<file path="config.mk">
export PLATFORM = sky130hd
export DESIGN_NAME = hsm_health_status_monitor
export DESIGN_NICKNAME = d
export VERILOG_FILES = /design/src/logic/hsm_pkg.sv /design/src/logic/hsm_health_status_monitor.sv
export SDC_FILE = /design/constraint.sdc
export NUM_CORES = 1
export LEC_CHECK = 0
export ABC_AREA = 1
export BUFFER_PORTS_ARGS = -buffer_cell sky130_fd_sc_hd__buf_2
export CAP_MARGIN = 10
export CORE_AREA = 3 3 159 161
export DETAILED_ROUTE_END_ITERATION = 8
export DIE_AREA = 0 0 162 164
export PLACE_DENSITY = 0.81
export SYNTH_ARGS = -nofsm -noshare
export SYNTH_HDL_FRONTEND = slang
export SYNTH_SLANG_ARGS = --single-unit
</file>
<file path="constraint.sdc">
create_clock -name clk -period 23.6 [get_ports clk]
set_clock_uncertainty 0.1 [all_clocks]
set_input_delay 4.72 -clock clk [delete_from_list [all_inputs] [get_ports clk]]
set_output_delay 4.72 -clock clk [all_outputs]
set_load 0.01 [all_outputs]
</file>
<file path="src/logic/hsm_pkg.sv">
package hsm_pkg;
    // ==========================================================
    // register map (byte addresses)
    localparam logic [7:0] OFS_CTRL      = 8'h00;
    localparam logic [7:0] OFS_ERR_THR   = 8'h04;
    localparam logic [7:0] OFS_RETRY_MAX = 8'h08;
    localparam logic [7:0] OFS_STATUS    = 8'h0c;
    localparam logic [7:0] OFS_TOP       = 8'h10;
    localparam logic [7:0] OFS_ST_RES    = 8'h14;
    localparam logic [7:0] OFS_ST_CODE   = 8'h18;
    localparam logic [7:0] OFS_FAULT     = 8'h1c;
    localparam logic [7:0] OFS_LIVE      = 8'h20;
    // ==========================================================
    // control fields and reset values
    localparam int CTRL_ESF_BIT   = 0;
    localparam int CTRL_MODEM_BIT = 1;
    localparam int CTRL_SRC_LSB   = 2;
    localparam logic [2:0]  SRC_INTERNAL  = 3'h3;
    localparam logic [4:0]  CTRL_RST      = 5'h00;
    localparam logic [15:0] ERR_THR_RST   = 16'h0010;
    localparam logic [7:0]  RETRY_MAX_RST = 8'h03;
    localparam int TOP_OPER_BIT = 8;
    localparam int TOP_AUTO_BIT = 9;
    // ==========================================================
    // condition indices, highest priority first
    localparam int NCOND = 17;
    localparam int C_LOS_NET = 0;
    localparam int C_LOS_DSX = 1;
    localparam int C_OOF_NET = 2;
    localparam int C_OOF_DSX = 3;
    localparam int C_AIS_NET = 4;
    localparam int C_AIS_DSX = 5;
    localparam int C_EER     = 6;
    localparam int C_YEL_NET = 7;
    localparam int C_YEL_DSX = 8;
    localparam int C_SELFTST = 9;
    localparam int C_FAULT   = 10;
    localparam int C_DLFAIL  = 11;
    localparam int C_RETRY   = 12;
    localparam int C_TEST    = 13;
    localparam int C_MODEM   = 14;
    localparam int C_MCLK    = 15;
    localparam int C_MGMT    = 16;
    localparam logic [4:0] IDX_OPER = 5'h11;
    // self-test result bits
    localparam int ST_MEM = 0;
    localparam int ST_LOOP_LSB = 1;
    localparam int ST_ALARM = 5;
    localparam int ST_B8ZS = 6;
    // ==========================================================
    // timing
    localparam int LOS_ZEROS     = 175;
    localparam int DENS_WIN      = 8;
    localparam logic [15:0] AIS_ONES = 16'h0800;
    localparam longint CLK_HZ    = 20000000;
    localparam longint POLL_SEC  = 10;
    localparam longint POLL_CYC  = POLL_SEC * CLK_HZ;
    localparam int IDLE_SEC      = 300;
    localparam logic [5:0] IDLE_POLLS = 6'(IDLE_SEC / POLL_SEC);
    // download tracking states
    typedef enum logic [2:0] {
        DL_IDLE = 3'b001,
        DL_BUSY = 3'b010,
        DL_FAIL = 3'b100
    } hsm_dl_t;
endpackage : hsm_pkg

</file>
<file path="src/logic/hsm_health_status_monitor.sv">
// The address-and-strobe port and the register offsets are this design's own decisions.
`timescale 1ns/1ps
// Behaviour
// - declare LOS per interface after 175 consecutive zero bits
// - clear LOS once ones density in a window reaches 12.5 percent
// - declare OOF when 2 of last 4 frame sync bits are errored
// - hold OOF until a reframe, then clear it
// - flag AIS per interface while unframed all ones are received
// - in ESF mode flag error rate above threshold, clear below it
// - flag received yellow alarm separately per interface
// - rank the seventeen conditions in fixed priority order
// - sample every ten seconds; on change update status and re-present top
// - report operational only when no condition is active
// - latch internal fault with 8-digit code until reset
// - latch download failure on interrupted download until reset
// - flag retry disabled only when a retry exceeds the maximum
// - flag master clock failure unless the internal clock is the selected source
// - flag management link down; on modem port only while connected
// - after five idle minutes switch to automatic top-only view
// - flag test in progress while any test is active
// - self-test keeps an 8 hex digit failure code and categories
// - self-test records memory failure on checksum mismatch
// - self-test records a failure per failed loopback circuit
// - self-test records alarm failure on AIS send or yellow detect fail
// - self-test records line-coding failure on B8ZS or LOS detect fail
// - on master clock failure switch timing to internal clock
module hsm_health_status_monitor #(
    parameter longint POLL_CYCLES = hsm_pkg::POLL_CYC
) (
    // clock and reset
    input  wire logic        clk,
    input  wire logic        sys_rst,
    // register port
    input  wire logic [7:0]  regAddr,
    input  wire logic [31:0] regWrData,
    input  wire logic        regWr,
    input  wire logic        regRd,
    output logic      [31:0] regRdData,
    // line inputs, bit 0 network, bit 1 dsx-1
    input  wire logic [1:0]  rxBitValid,
    input  wire logic [1:0]  rxBit,
    input  wire logic [1:0]  fsValid,
    input  wire logic [1:0]  fsErr,
    input  wire logic [1:0]  reframe,
    input  wire logic [1:0]  yellowIn,
    input  wire logic [15:0] errRate,
    // device conditions
    input  wire logic        faultEvt,
    input  wire logic [31:0] faultCode,
    input  wire logic        dlStart,
    input  wire logic        dlDone,
    input  wire logic        dlAbort,
    input  wire logic        alarmRetry,
    input  wire logic [7:0]  alarmRetryNum,
    input  wire logic        testActive,
    input  wire logic        modemConn,
    input  wire logic        mgmtLinkUp,
    input  wire logic        mclkFail,
    input  wire logic        keyActivity,
    // self-test results
    input  wire logic        stDone,
    input  wire logic [15:0] stChecksum,
    input  wire logic [15:0] stChecksumRef,
    input  wire logic [31:0] stLoopTx,
    input  wire logic [31:0] stLoopRx,
    input  wire logic        stAisTxFail,
    input  wire logic        stYellowFail,
    input  wire logic        stB8zsFail,
    input  wire logic        stLosDetFail,
    input  wire logic [31:0] stCode,
    // status outputs
    output logic [16:0]      statusVec,
    output logic [4:0]       topIdx,
    output logic             operational,
    output logic             redisplay,
    output logic             autoView,
    output logic             timingInternal
);
    // ==========================================================
    // registers
    logic [4:0]  ctrl_q;
    logic [15:0] errThr_q;
    logic [7:0]  retryMax_q;
    logic [16:0] live;
    logic [16:0] held_q;
    logic [6:0]  stRes_q;
    logic [31:0] stCode_q;
    logic [31:0] faultCode_q;
    logic        fault_q;
    logic        retry_q;
    logic        eer_q;
    logic        stFail_q;
    logic        redisp_q;
    logic [27:0] pollCnt_q;
    logic        pollTick;
    logic [5:0]  idleCnt_q;
    logic [1:0]  los;
    logic [1:0]  oof;
    logic [1:0]  ais;
    logic [2:0]  src;
    hsm_pkg::hsm_dl_t dl_q;

    assign src = ctrl_q[hsm_pkg::CTRL_SRC_LSB +: 3];

    // software-written configuration
    always_ff @(posedge clk or posedge sys_rst) begin
        if (sys_rst) begin
            ctrl_q     <= hsm_pkg::CTRL_RST;
            errThr_q   <= hsm_pkg::ERR_THR_RST;
            retryMax_q <= hsm_pkg::RETRY_MAX_RST;
        end else if (regWr) begin
            case (regAddr)
                hsm_pkg::OFS_CTRL:      ctrl_q     <= regWrData[4:0];
                hsm_pkg::OFS_ERR_THR:   errThr_q   <= regWrData[15:0];
                hsm_pkg::OFS_RETRY_MAX: retryMax_q <= regWrData[7:0];
                default:                ;
            endcase
        end
    end

    // read data in the cycle after the strobe only
    always_ff @(posedge clk or posedge sys_rst) begin
        if (sys_rst) begin
            regRdData <= 32'h0;
        end else if (!regRd) begin
            regRdData <= 32'h0;
        end else begin
            case (regAddr)
                hsm_pkg::OFS_CTRL:      regRdData <= {27'h0, ctrl_q};
                hsm_pkg::OFS_ERR_THR:   regRdData <= {16'h0, errThr_q};
                hsm_pkg::OFS_RETRY_MAX: regRdData <= {24'h0, retryMax_q};
                hsm_pkg::OFS_STATUS:    regRdData <= {15'h0, held_q};
                hsm_pkg::OFS_TOP:       regRdData <= {22'h0, autoView, operational, 3'h0, topIdx};
                hsm_pkg::OFS_ST_RES:    regRdData <= {24'h0, stFail_q, stRes_q};
                hsm_pkg::OFS_ST_CODE:   regRdData <= stCode_q;
                hsm_pkg::OFS_FAULT:     regRdData <= faultCode_q;
                hsm_pkg::OFS_LIVE:      regRdData <= {15'h0, live};
                default:                regRdData <= 32'h0;
            endcase
        end
    end

    // ==========================================================
    // per-interface line alarms
    genvar gi;
    generate
        for (gi = 0; gi < 2; gi++) begin : g_line
            logic [7:0]  zeroRun_q;
            logic [2:0]  blkCnt_q;
            logic        blkOne_q;
            logic        los_q;
            logic [3:0]  fsHist_q;
            logic [3:0]  fsNext;
            logic        oof_q;
            logic [15:0] onesRun_q;
            logic        fsBad;

            assign fsBad  = fsValid[gi] && fsErr[gi];
            assign fsNext = {fsHist_q[2:0], fsBad};

            // zero run and ones-density window
            always_ff @(posedge clk or posedge sys_rst) begin
                if (sys_rst) begin
                    zeroRun_q <= 8'h00;
                    blkCnt_q  <= 3'h0;
                    blkOne_q  <= 1'b0;
                    los_q     <= 1'b0;
                end else if (rxBitValid[gi]) begin
                    zeroRun_q <= rxBit[gi] ? 8'h00 : zeroRun_q + ((zeroRun_q != 8'hff) ? 8'h01 : 8'h00);
                    blkCnt_q  <= blkCnt_q + 3'h1;
                    blkOne_q  <= (blkCnt_q == 3'(hsm_pkg::DENS_WIN - 1)) ? 1'b0 : (blkOne_q | rxBit[gi]);
                    if (!rxBit[gi] && zeroRun_q == 8'(hsm_pkg::LOS_ZEROS - 1)) begin
                        los_q <= 1'b1;
                    end else if (blkCnt_q == 3'(hsm_pkg::DENS_WIN - 1) && (blkOne_q | rxBit[gi])) begin
                        los_q <= 1'b0;
                    end
                end
            end

            // frame sync error window, held until reframe
            always_ff @(posedge clk or posedge sys_rst) begin
                if (sys_rst) begin
                    fsHist_q <= 4'h0;
                    oof_q    <= 1'b0;
                end else begin
                    if (fsValid[gi]) begin
                        fsHist_q <= fsNext;
                    end
                    if (fsBad && ($countones(fsNext) >= 2)) begin
                        oof_q <= 1'b1;
                    end else if (reframe[gi]) begin
                        oof_q    <= 1'b0;
                    end
                end
            end

            // unframed all-ones run
            always_ff @(posedge clk or posedge sys_rst) begin
                if (sys_rst) begin
                    onesRun_q <= 16'h0000;
                end else if (rxBitValid[gi]) begin
                    onesRun_q <= !rxBit[gi] ? 16'h0000
                               : onesRun_q + ((onesRun_q != 16'hffff) ? 16'h0001 : 16'h0000);
                end
            end

            assign los[gi] = los_q;
            assign oof[gi] = oof_q;
            assign ais[gi] = oof_q && (onesRun_q >= hsm_pkg::AIS_ONES);

            property p_oof_clear;
                @(posedge clk) disable iff (sys_rst)
                reframe[gi] && !fsBad |=> !oof[gi];
            endproperty
            a_oof_clear : assert property (p_oof_clear) else $error("oof not cleared");

            property p_los_decl;
                @(posedge clk) disable iff (sys_rst)
                rxBitValid[gi] && !rxBit[gi] && zeroRun_q == 8'(hsm_pkg::LOS_ZEROS - 1)
                |=> los[gi];
            endproperty
            a_los_decl : assert property (p_los_decl) else $error("los not declared");
        end
    endgenerate

    // ==========================================================
    // device conditions
    always_ff @(posedge clk or posedge sys_rst) begin
        if (sys_rst) begin
            eer_q <= 1'b0;
        end else if (!ctrl_q[hsm_pkg::CTRL_ESF_BIT]) begin
            eer_q <= 1'b0;
        end else if (errRate > errThr_q) begin
            eer_q <= 1'b1;
        end else if (errRate < errThr_q) begin
            eer_q <= 1'b0;
        end
    end

    // internal fault with its first code, sticky until reset
    always_ff @(posedge clk or posedge sys_rst) begin
        if (sys_rst) begin
            fault_q     <= 1'b0;
            faultCode_q <= 32'h0;
        end else if (faultEvt && !fault_q) begin
            fault_q     <= 1'b1;
            faultCode_q <= faultCode;
        end
    end

    // download tracking
    always_ff @(posedge clk or posedge sys_rst) begin
        if (sys_rst) begin
            dl_q <= hsm_pkg::DL_IDLE;
        end else begin
            case (dl_q)
                hsm_pkg::DL_IDLE: dl_q <= dlStart ? hsm_pkg::DL_BUSY : hsm_pkg::DL_IDLE;
                hsm_pkg::DL_BUSY: begin
                    if (dlAbort) begin
                        dl_q <= hsm_pkg::DL_FAIL;
                    end else if (dlDone) begin
                        dl_q <= hsm_pkg::DL_IDLE;
                    end
                end
                hsm_pkg::DL_FAIL: dl_q <= hsm_pkg::DL_FAIL;
                default:          dl_q <= hsm_pkg::DL_IDLE;
            endcase
        end
    end

    // alarm retry past the maximum
    always_ff @(posedge clk or posedge sys_rst) begin
        if (sys_rst) begin
            retry_q <= 1'b0;
        end else if (alarmRetry && alarmRetryNum > retryMax_q) begin
            retry_q <= 1'b1;
        end
    end

    // clock fallback
    assign timingInternal = (src == hsm_pkg::SRC_INTERNAL) || mclkFail;

    // ==========================================================
    // self-test capture
    always_ff @(posedge clk or posedge sys_rst) begin
        if (sys_rst) begin
            stRes_q  <= 7'h00;
            stCode_q <= 32'h0;
            stFail_q <= 1'b0;
        end else if (stDone) begin
            stRes_q[hsm_pkg::ST_MEM] <= stChecksum != stChecksumRef;
            for (int k = 0; k < 4; k++) begin
                stRes_q[hsm_pkg::ST_LOOP_LSB + k] <= stLoopTx[8*k +: 8] != stLoopRx[8*k +: 8];
            end
            stRes_q[hsm_pkg::ST_ALARM] <= stAisTxFail || stYellowFail;
            stRes_q[hsm_pkg::ST_B8ZS]  <= stB8zsFail || stLosDetFail;
            stCode_q <= stCode;
            stFail_q <= (stChecksum != stChecksumRef) || (stLoopTx != stLoopRx) || stAisTxFail
                        || stYellowFail || stB8zsFail || stLosDetFail || (stCode != 32'h0);
        end
    end

    // ==========================================================
    // live condition vector in priority order
    always_comb begin
        live = 17'h0;
        live[hsm_pkg::C_LOS_NET] = los[0];
        live[hsm_pkg::C_LOS_DSX] = los[1];
        live[hsm_pkg::C_OOF_NET] = oof[0];
        live[hsm_pkg::C_OOF_DSX] = oof[1];
        live[hsm_pkg::C_AIS_NET] = ais[0];
        live[hsm_pkg::C_AIS_DSX] = ais[1];
        live[hsm_pkg::C_EER]     = eer_q;
        live[hsm_pkg::C_YEL_NET] = yellowIn[0];
        live[hsm_pkg::C_YEL_DSX] = yellowIn[1];
        live[hsm_pkg::C_SELFTST] = stFail_q;
        live[hsm_pkg::C_FAULT]   = fault_q;
        live[hsm_pkg::C_DLFAIL]  = dl_q == hsm_pkg::DL_FAIL;
        live[hsm_pkg::C_RETRY]   = retry_q;
        live[hsm_pkg::C_TEST]    = testActive;
        live[hsm_pkg::C_MODEM]   = modemConn;
        live[hsm_pkg::C_MCLK]    = mclkFail && (src != hsm_pkg::SRC_INTERNAL);
        live[hsm_pkg::C_MGMT]    = !mgmtLinkUp
                                   && (!ctrl_q[hsm_pkg::CTRL_MODEM_BIT] || modemConn);
    end

    // ten-second poll timer
    always_ff @(posedge clk or posedge sys_rst) begin
        if (sys_rst) begin
            pollCnt_q <= 28'h0;
        end else begin
            pollCnt_q <= pollTick ? 28'h0 : pollCnt_q + 28'h1;
        end
    end
    assign pollTick = pollCnt_q == 28'(POLL_CYCLES - 1);

    // held status updated on change at a poll
    always_ff @(posedge clk or posedge sys_rst) begin
        if (sys_rst) begin
            held_q   <= 17'h0;
            redisp_q <= 1'b0;
        end else begin
            redisp_q <= pollTick && (live != held_q);
            if (pollTick && (live != held_q)) begin
                held_q <= live;
            end
        end
    end

    // key idle counted in poll periods
    always_ff @(posedge clk or posedge sys_rst) begin
        if (sys_rst) begin
            idleCnt_q <= 6'h0;
        end else if (keyActivity) begin
            idleCnt_q <= 6'h0;
        end else if (pollTick && idleCnt_q != hsm_pkg::IDLE_POLLS) begin
            idleCnt_q <= idleCnt_q + 6'h1;
        end
    end

    // priority encode of the held vector
    always_comb begin
        topIdx = hsm_pkg::IDX_OPER;
        for (int k = hsm_pkg::NCOND - 1; k >= 0; k--) begin
            if (held_q[k]) begin
                topIdx = 5'(k);
            end
        end
    end

    assign statusVec   = held_q;
    assign operational = held_q == 17'h0;
    assign redisplay   = redisp_q;
    assign autoView    = idleCnt_q == hsm_pkg::IDLE_POLLS;

    // ==========================================================
    // checks
    property p_eer_set;
        @(posedge clk) disable iff (sys_rst)
        ctrl_q[hsm_pkg::CTRL_ESF_BIT] && errRate > errThr_q |=> live[hsm_pkg::C_EER];
    endproperty
    a_eer_set : assert property (p_eer_set) else $error("eer not raised");

    property p_poll;
        @(posedge clk) disable iff (sys_rst)
        pollTick && live != held_q |=> redisplay && statusVec == $past(live);
    endproperty
    a_poll : assert property (p_poll) else $error("poll did not update");

    property p_hold;
        @(posedge clk) disable iff (sys_rst)
        !pollTick |=> $stable(statusVec) && !redisplay;
    endproperty
    a_hold : assert property (p_hold) else $error("status changed off poll");

    property p_oper;
        @(posedge clk) disable iff (sys_rst)
        operational |-> statusVec == 17'h0 && topIdx == hsm_pkg::IDX_OPER;
    endproperty
    a_oper : assert property (p_oper) else $error("operational with condition");

    property p_fault;
        @(posedge clk) disable iff (sys_rst)
        faultEvt && !fault_q |=> live[10] && faultCode_q == $past(faultCode) ##1 live[10];
    endproperty
    a_fault : assert property (p_fault) else $error("fault not latched");

    property p_dl;
        @(posedge clk) disable iff (sys_rst)
        dl_q == hsm_pkg::DL_BUSY && dlAbort |=> live[11] [*3];
    endproperty
    a_dl : assert property (p_dl) else $error("download fail not held");

    property p_mclk;
        @(posedge clk) disable iff (sys_rst)
        mclkFail |-> timingInternal && (live[15] == (src != hsm_pkg::SRC_INTERNAL));
    endproperty
    a_mclk : assert property (p_mclk) else $error("clock fallback missing");

    property p_mgmt;
        @(posedge clk) disable iff (sys_rst)
        ctrl_q[1] && !modemConn |-> !live[16];
    endproperty
    a_mgmt : assert property (p_mgmt) else $error("mgmt down without modem");

    property p_mem;
        @(posedge clk) disable iff (sys_rst)
        stDone && stChecksum != stChecksumRef |=> stRes_q[0] && stFail_q;
    endproperty
    a_mem : assert property (p_mem) else $error("memory fail not recorded");

    c_redisp : cover property (@(posedge clk) disable iff (sys_rst) redisplay);
    c_auto   : cover property (@(posedge clk) disable iff (sys_rst) autoView);
    c_aisdsx : cover property (@(posedge clk) disable iff (sys_rst) ais[1] && oof[1]);
    c_dlfail : cover property (@(posedge clk) disable iff (sys_rst) dl_q == hsm_pkg::DL_FAIL);
endmodule : hsm_health_status_monitor

</file>
==> results.tsv <==
metric	value	unit
NetSw	0.0002510	W
Sink Count	257	
layout cells sized above 1	0.2308	
largest family of logic cells by synthesized area	simple AND/OR/NAND/NOR gates	
Finish-stage setup viols	0	
slowest stage cell on the critical path	buf_2	
slowest stage delay, CP	140	ps
post-DP HPWL	28520	um
Critical Path End Type	output port	
number of synthesized flops with an enable pin	0	
vias per cell	5.548	
Hold Path Class	reg2reg	
initial core utilization	0.5517	
RD Place Congestion	0.9678	
DP Area	15080	sq um
Placed Instances	2136	
proportion of synthesized area in mux cells	0.02963	
htree depth	1	
critical path's top delay family	buffers and inverters	
Period Utilization, post-route	0.4182	
Max Slew Vio Count	0	
Starting DRT DRC Count	1006	
final hold violation count	0	
Post-Layout Cell Count	2192	
Root Driver	clkbuf_16	
Cell Pwr Density	65.29	nW/um^2
slew at the pin closest to its max-slew limit	1084	ps
Finished Cell Area	16120	sq um
Crit path arrival time	5050	ps
grt ovf	0	
Syn Area/Cell	8.603	sq um
number of global-route vias before repair	12030	
Crit Path Class	in2out	
critical path, cell by cell	buf_2 > inv_1 > nand2_1 > buf_2	
combinational power share	0.098	
outcome	complete, no violations	
chip width	162	um
Slew HR	0.2775	
Static Leak	8.072	nW
internal power	0.0008017	W
IO Port Bufs	296	
die area	26570	sq um
DRC	0	
Seq cells post-synth	257	
commonest cells after routing, fill and taps aside	buf_2 (296), nand2_1 (270), dfrtp_1 (253)	
post-CTS resize count	0	
clock power share	0.447	
CP Max Fanout	2	
Syn Inst Count	1546	
RSZ-0062 raised after global routing	no	
Post-Syn Nets	1842	
most common cell after layout, fill and taps aside	buf_2	
Simple-Gate Fraction of Synth Area	0.1941	
sequential share of power	0.455	
most used cell, CP	buf_2	
Die Height	164	um
routed len/inst	17.18	um
DRT Wirelength	37660	um
area added between synthesis and finish	21.22	%
Worst-path clk slew	60	ps
crit path time final	9869	ps
first-pass GRT wire length	59180	um
Max clock buf depth	3	
largest net degree at the start of global routing	116	
worst vdd ir	0.04878	mV
Fillers	1958	
initial antenna violation count	6	
Synth Area in XOR/XNOR	0.04280	
cts hold-fix bufs	0	
switching part of the total power	0.2384	
post-synth cell types	55	
Hold WS	375.1	ps
max cap viols	0	
All-Layer GR Usage	0.2777	
via count	12160	
# IOs	313	
TritonRoute pass-1 iters	5	
complex-gate fraction of the synthesized area	0.1296	
Async SR Flop Fraction	1.000	
Synth Area in Adders	0.03970	
CP bufs+invs	3	
Power, Total	0.001053	W
setup tns final	0	ps
CTS Buf Count	28	
Fmax	101.3	MHz
Core Region	24110	sq um
sequential element share of the synthesized area	0.4839	
post-CTS setup buffers	0	
Final ANT Viol Nets	0	
Skew-Pair Late Insertion Delay	540	ps
Top FF cell, synth	dfrtp_1	
final layout net count	2138	
CP Launch Type	primary input	
Netlist Area Pre-Place	13300	sq um
WP data required	18780	ps
Ys Warns	0	
row count	57	
CTS tree	done	
path summary, 6_finish.rpt:
check	cells after the start	start	slack (ps)	endpoint
setup / recovery	4	mclkFail	13730	timingInternal
hold / removal	1	g_line[1].blkCnt_q[0]$_DFFE_PP0P_	380	g_line[1].blkCnt_q[0]$_DFFE_PP0P_
setup reg to reg	10	pollCnt_q[0]$_DFF_PP0_	20890	statusVec[0]$_DFFE_PP0P_
hold reg to reg	1	g_line[1].blkCnt_q[0]$_DFFE_PP0P_	380	g_line[1].blkCnt_q[0]$_DFFE_PP0P_
min in group asynchronous	2	sys_rst	4190	errThr_q[13]$_DFFE_PP0P_
max in group asynchronous	3	sys_rst	17610	regRdData[16]$_DFF_PP0_
cell families after synthesis:
| kind of cell | Yosys count |
|---|---|
| adders and majority gates | 41 |
| xor gates and xnor gates | 65 |
| AOI/OAI and AO/OA | 298 |
| buffers and inverters | 276 |
| and+or+nand+nor | 574 |
| muxes | 35 |
| DFF | 257 |
sequential cells by signal, indices dropped and copies added (netlist names), 2 cells and up:
| signal | flops |
|---|---|
| retryMax_q | 8 |
| g_line.zeroRun_q | 16 |
| dl_q | 3 |
| g_line.blkCnt_q | 6 |
| idleCnt_q | 6 |
| faultCode_q | 32 |
| statusVec | 17 |
| g_line.blkOne_q | 2 |
| g_line.onesRun_q | 32 |
| regRdData | 32 |
| g_line.fsHist_q | 6 |
| g_line.los_q | 2 |
| pollCnt_q | 28 |
| stRes_q | 7 |
| stCode_q | 32 |
| errThr_q | 16 |
| ctrl_q | 5 |
| g_line.oof_q | 2 |
per-layer routing:
| metal | vias up | global-route usage | part of all wire |
|---|---|---|---|
| met3 | 116 | 0.04666 | 0.073 |
| met5 | - | 0 | 0.00035 |
| met1 | 5816 | 0.3541 | 0.40 |
| met2 | 509 | 0.4775 | 0.49 |
| met4 | 2 | 0.1059 | 0.043 |
| li1 | 5718 | - | - |
final cells by class:
class | count | area [sq um] | share of cell area
sequential | 257 | 6436 | 0.3992
inverter | 242 | 917.1 | 0.05688
antenna | 5 | 12.51 | 0.0007760
tap | 324 | 405.4 | 0.02514
multi-input combinational | 1013 | 5813 | 0.3605
clock inverter | 9 | 132.6 | 0.008226
timing repair buffer | 300 | 1511 | 0.09374
clock buffer | 42 | 894.6 | 0.05549
power groups by stage:
stage | clock network, W | registers, W | logic [W]
finish | 0.000470 | 0.000479 | 0.000103
global placement | 0 | 0.000486 | 0.0000982
detailed placement | 0 | 0.000487 | 0.000103
CTS | 0.000476 | 0.000479 | 0.000104
floorplan | 0 | 0.000482 | 0.0000610
global route | 0.000496 | 0.000482 | 0.000117
through the flow:
stage,setup slack (ps),util
floorplan,11720,-
global route,13690,0.6688
finish,13730,0.6688
detailed placement,13730,0.6257
global placement,13730,0.6257
CTS,13730,0.6683
synth_stat cells, drive strengths merged, types with 2 or more instances:
master | count | area, sq um
clkinv | 2 | 8.750
ha | 39 | 488.0
nand4 | 29 | 181.4
nor4 | 23 | 150.1
or2 | 6 | 37.54
xor2 | 30 | 262.8
fa | 2 | 40.04
buf | 11 | 71.31
a31oi | 4 | 25.02
dfstp | 4 | 105.1
a211oi | 8 | 60.06
nor3 | 47 | 282.8
o211ai | 4 | 30.03
nand2 | 276 | 1054
o31ai | 5 | 37.54
or4 | 2 | 15.01
xnor2 | 35 | 306.5
nand3 | 49 | 265.3
a21oi | 112 | 560.5
nor3b | 3 | 22.52
clkbuf | 23 | 86.33
nor2 | 135 | 541.8
o22ai | 30 | 187.7
o21a | 13 | 97.59
dfrtp | 253 | 6331
and3b | 2 | 17.52
mux2 | 35 | 394.1
o2111ai | 3 | 26.28
o221ai | 3 | 26.28
inv | 240 | 900.9
a221oi | 17 | 148.9
o21ai | 92 | 460.4
Power figures use the tool's default switching activity.
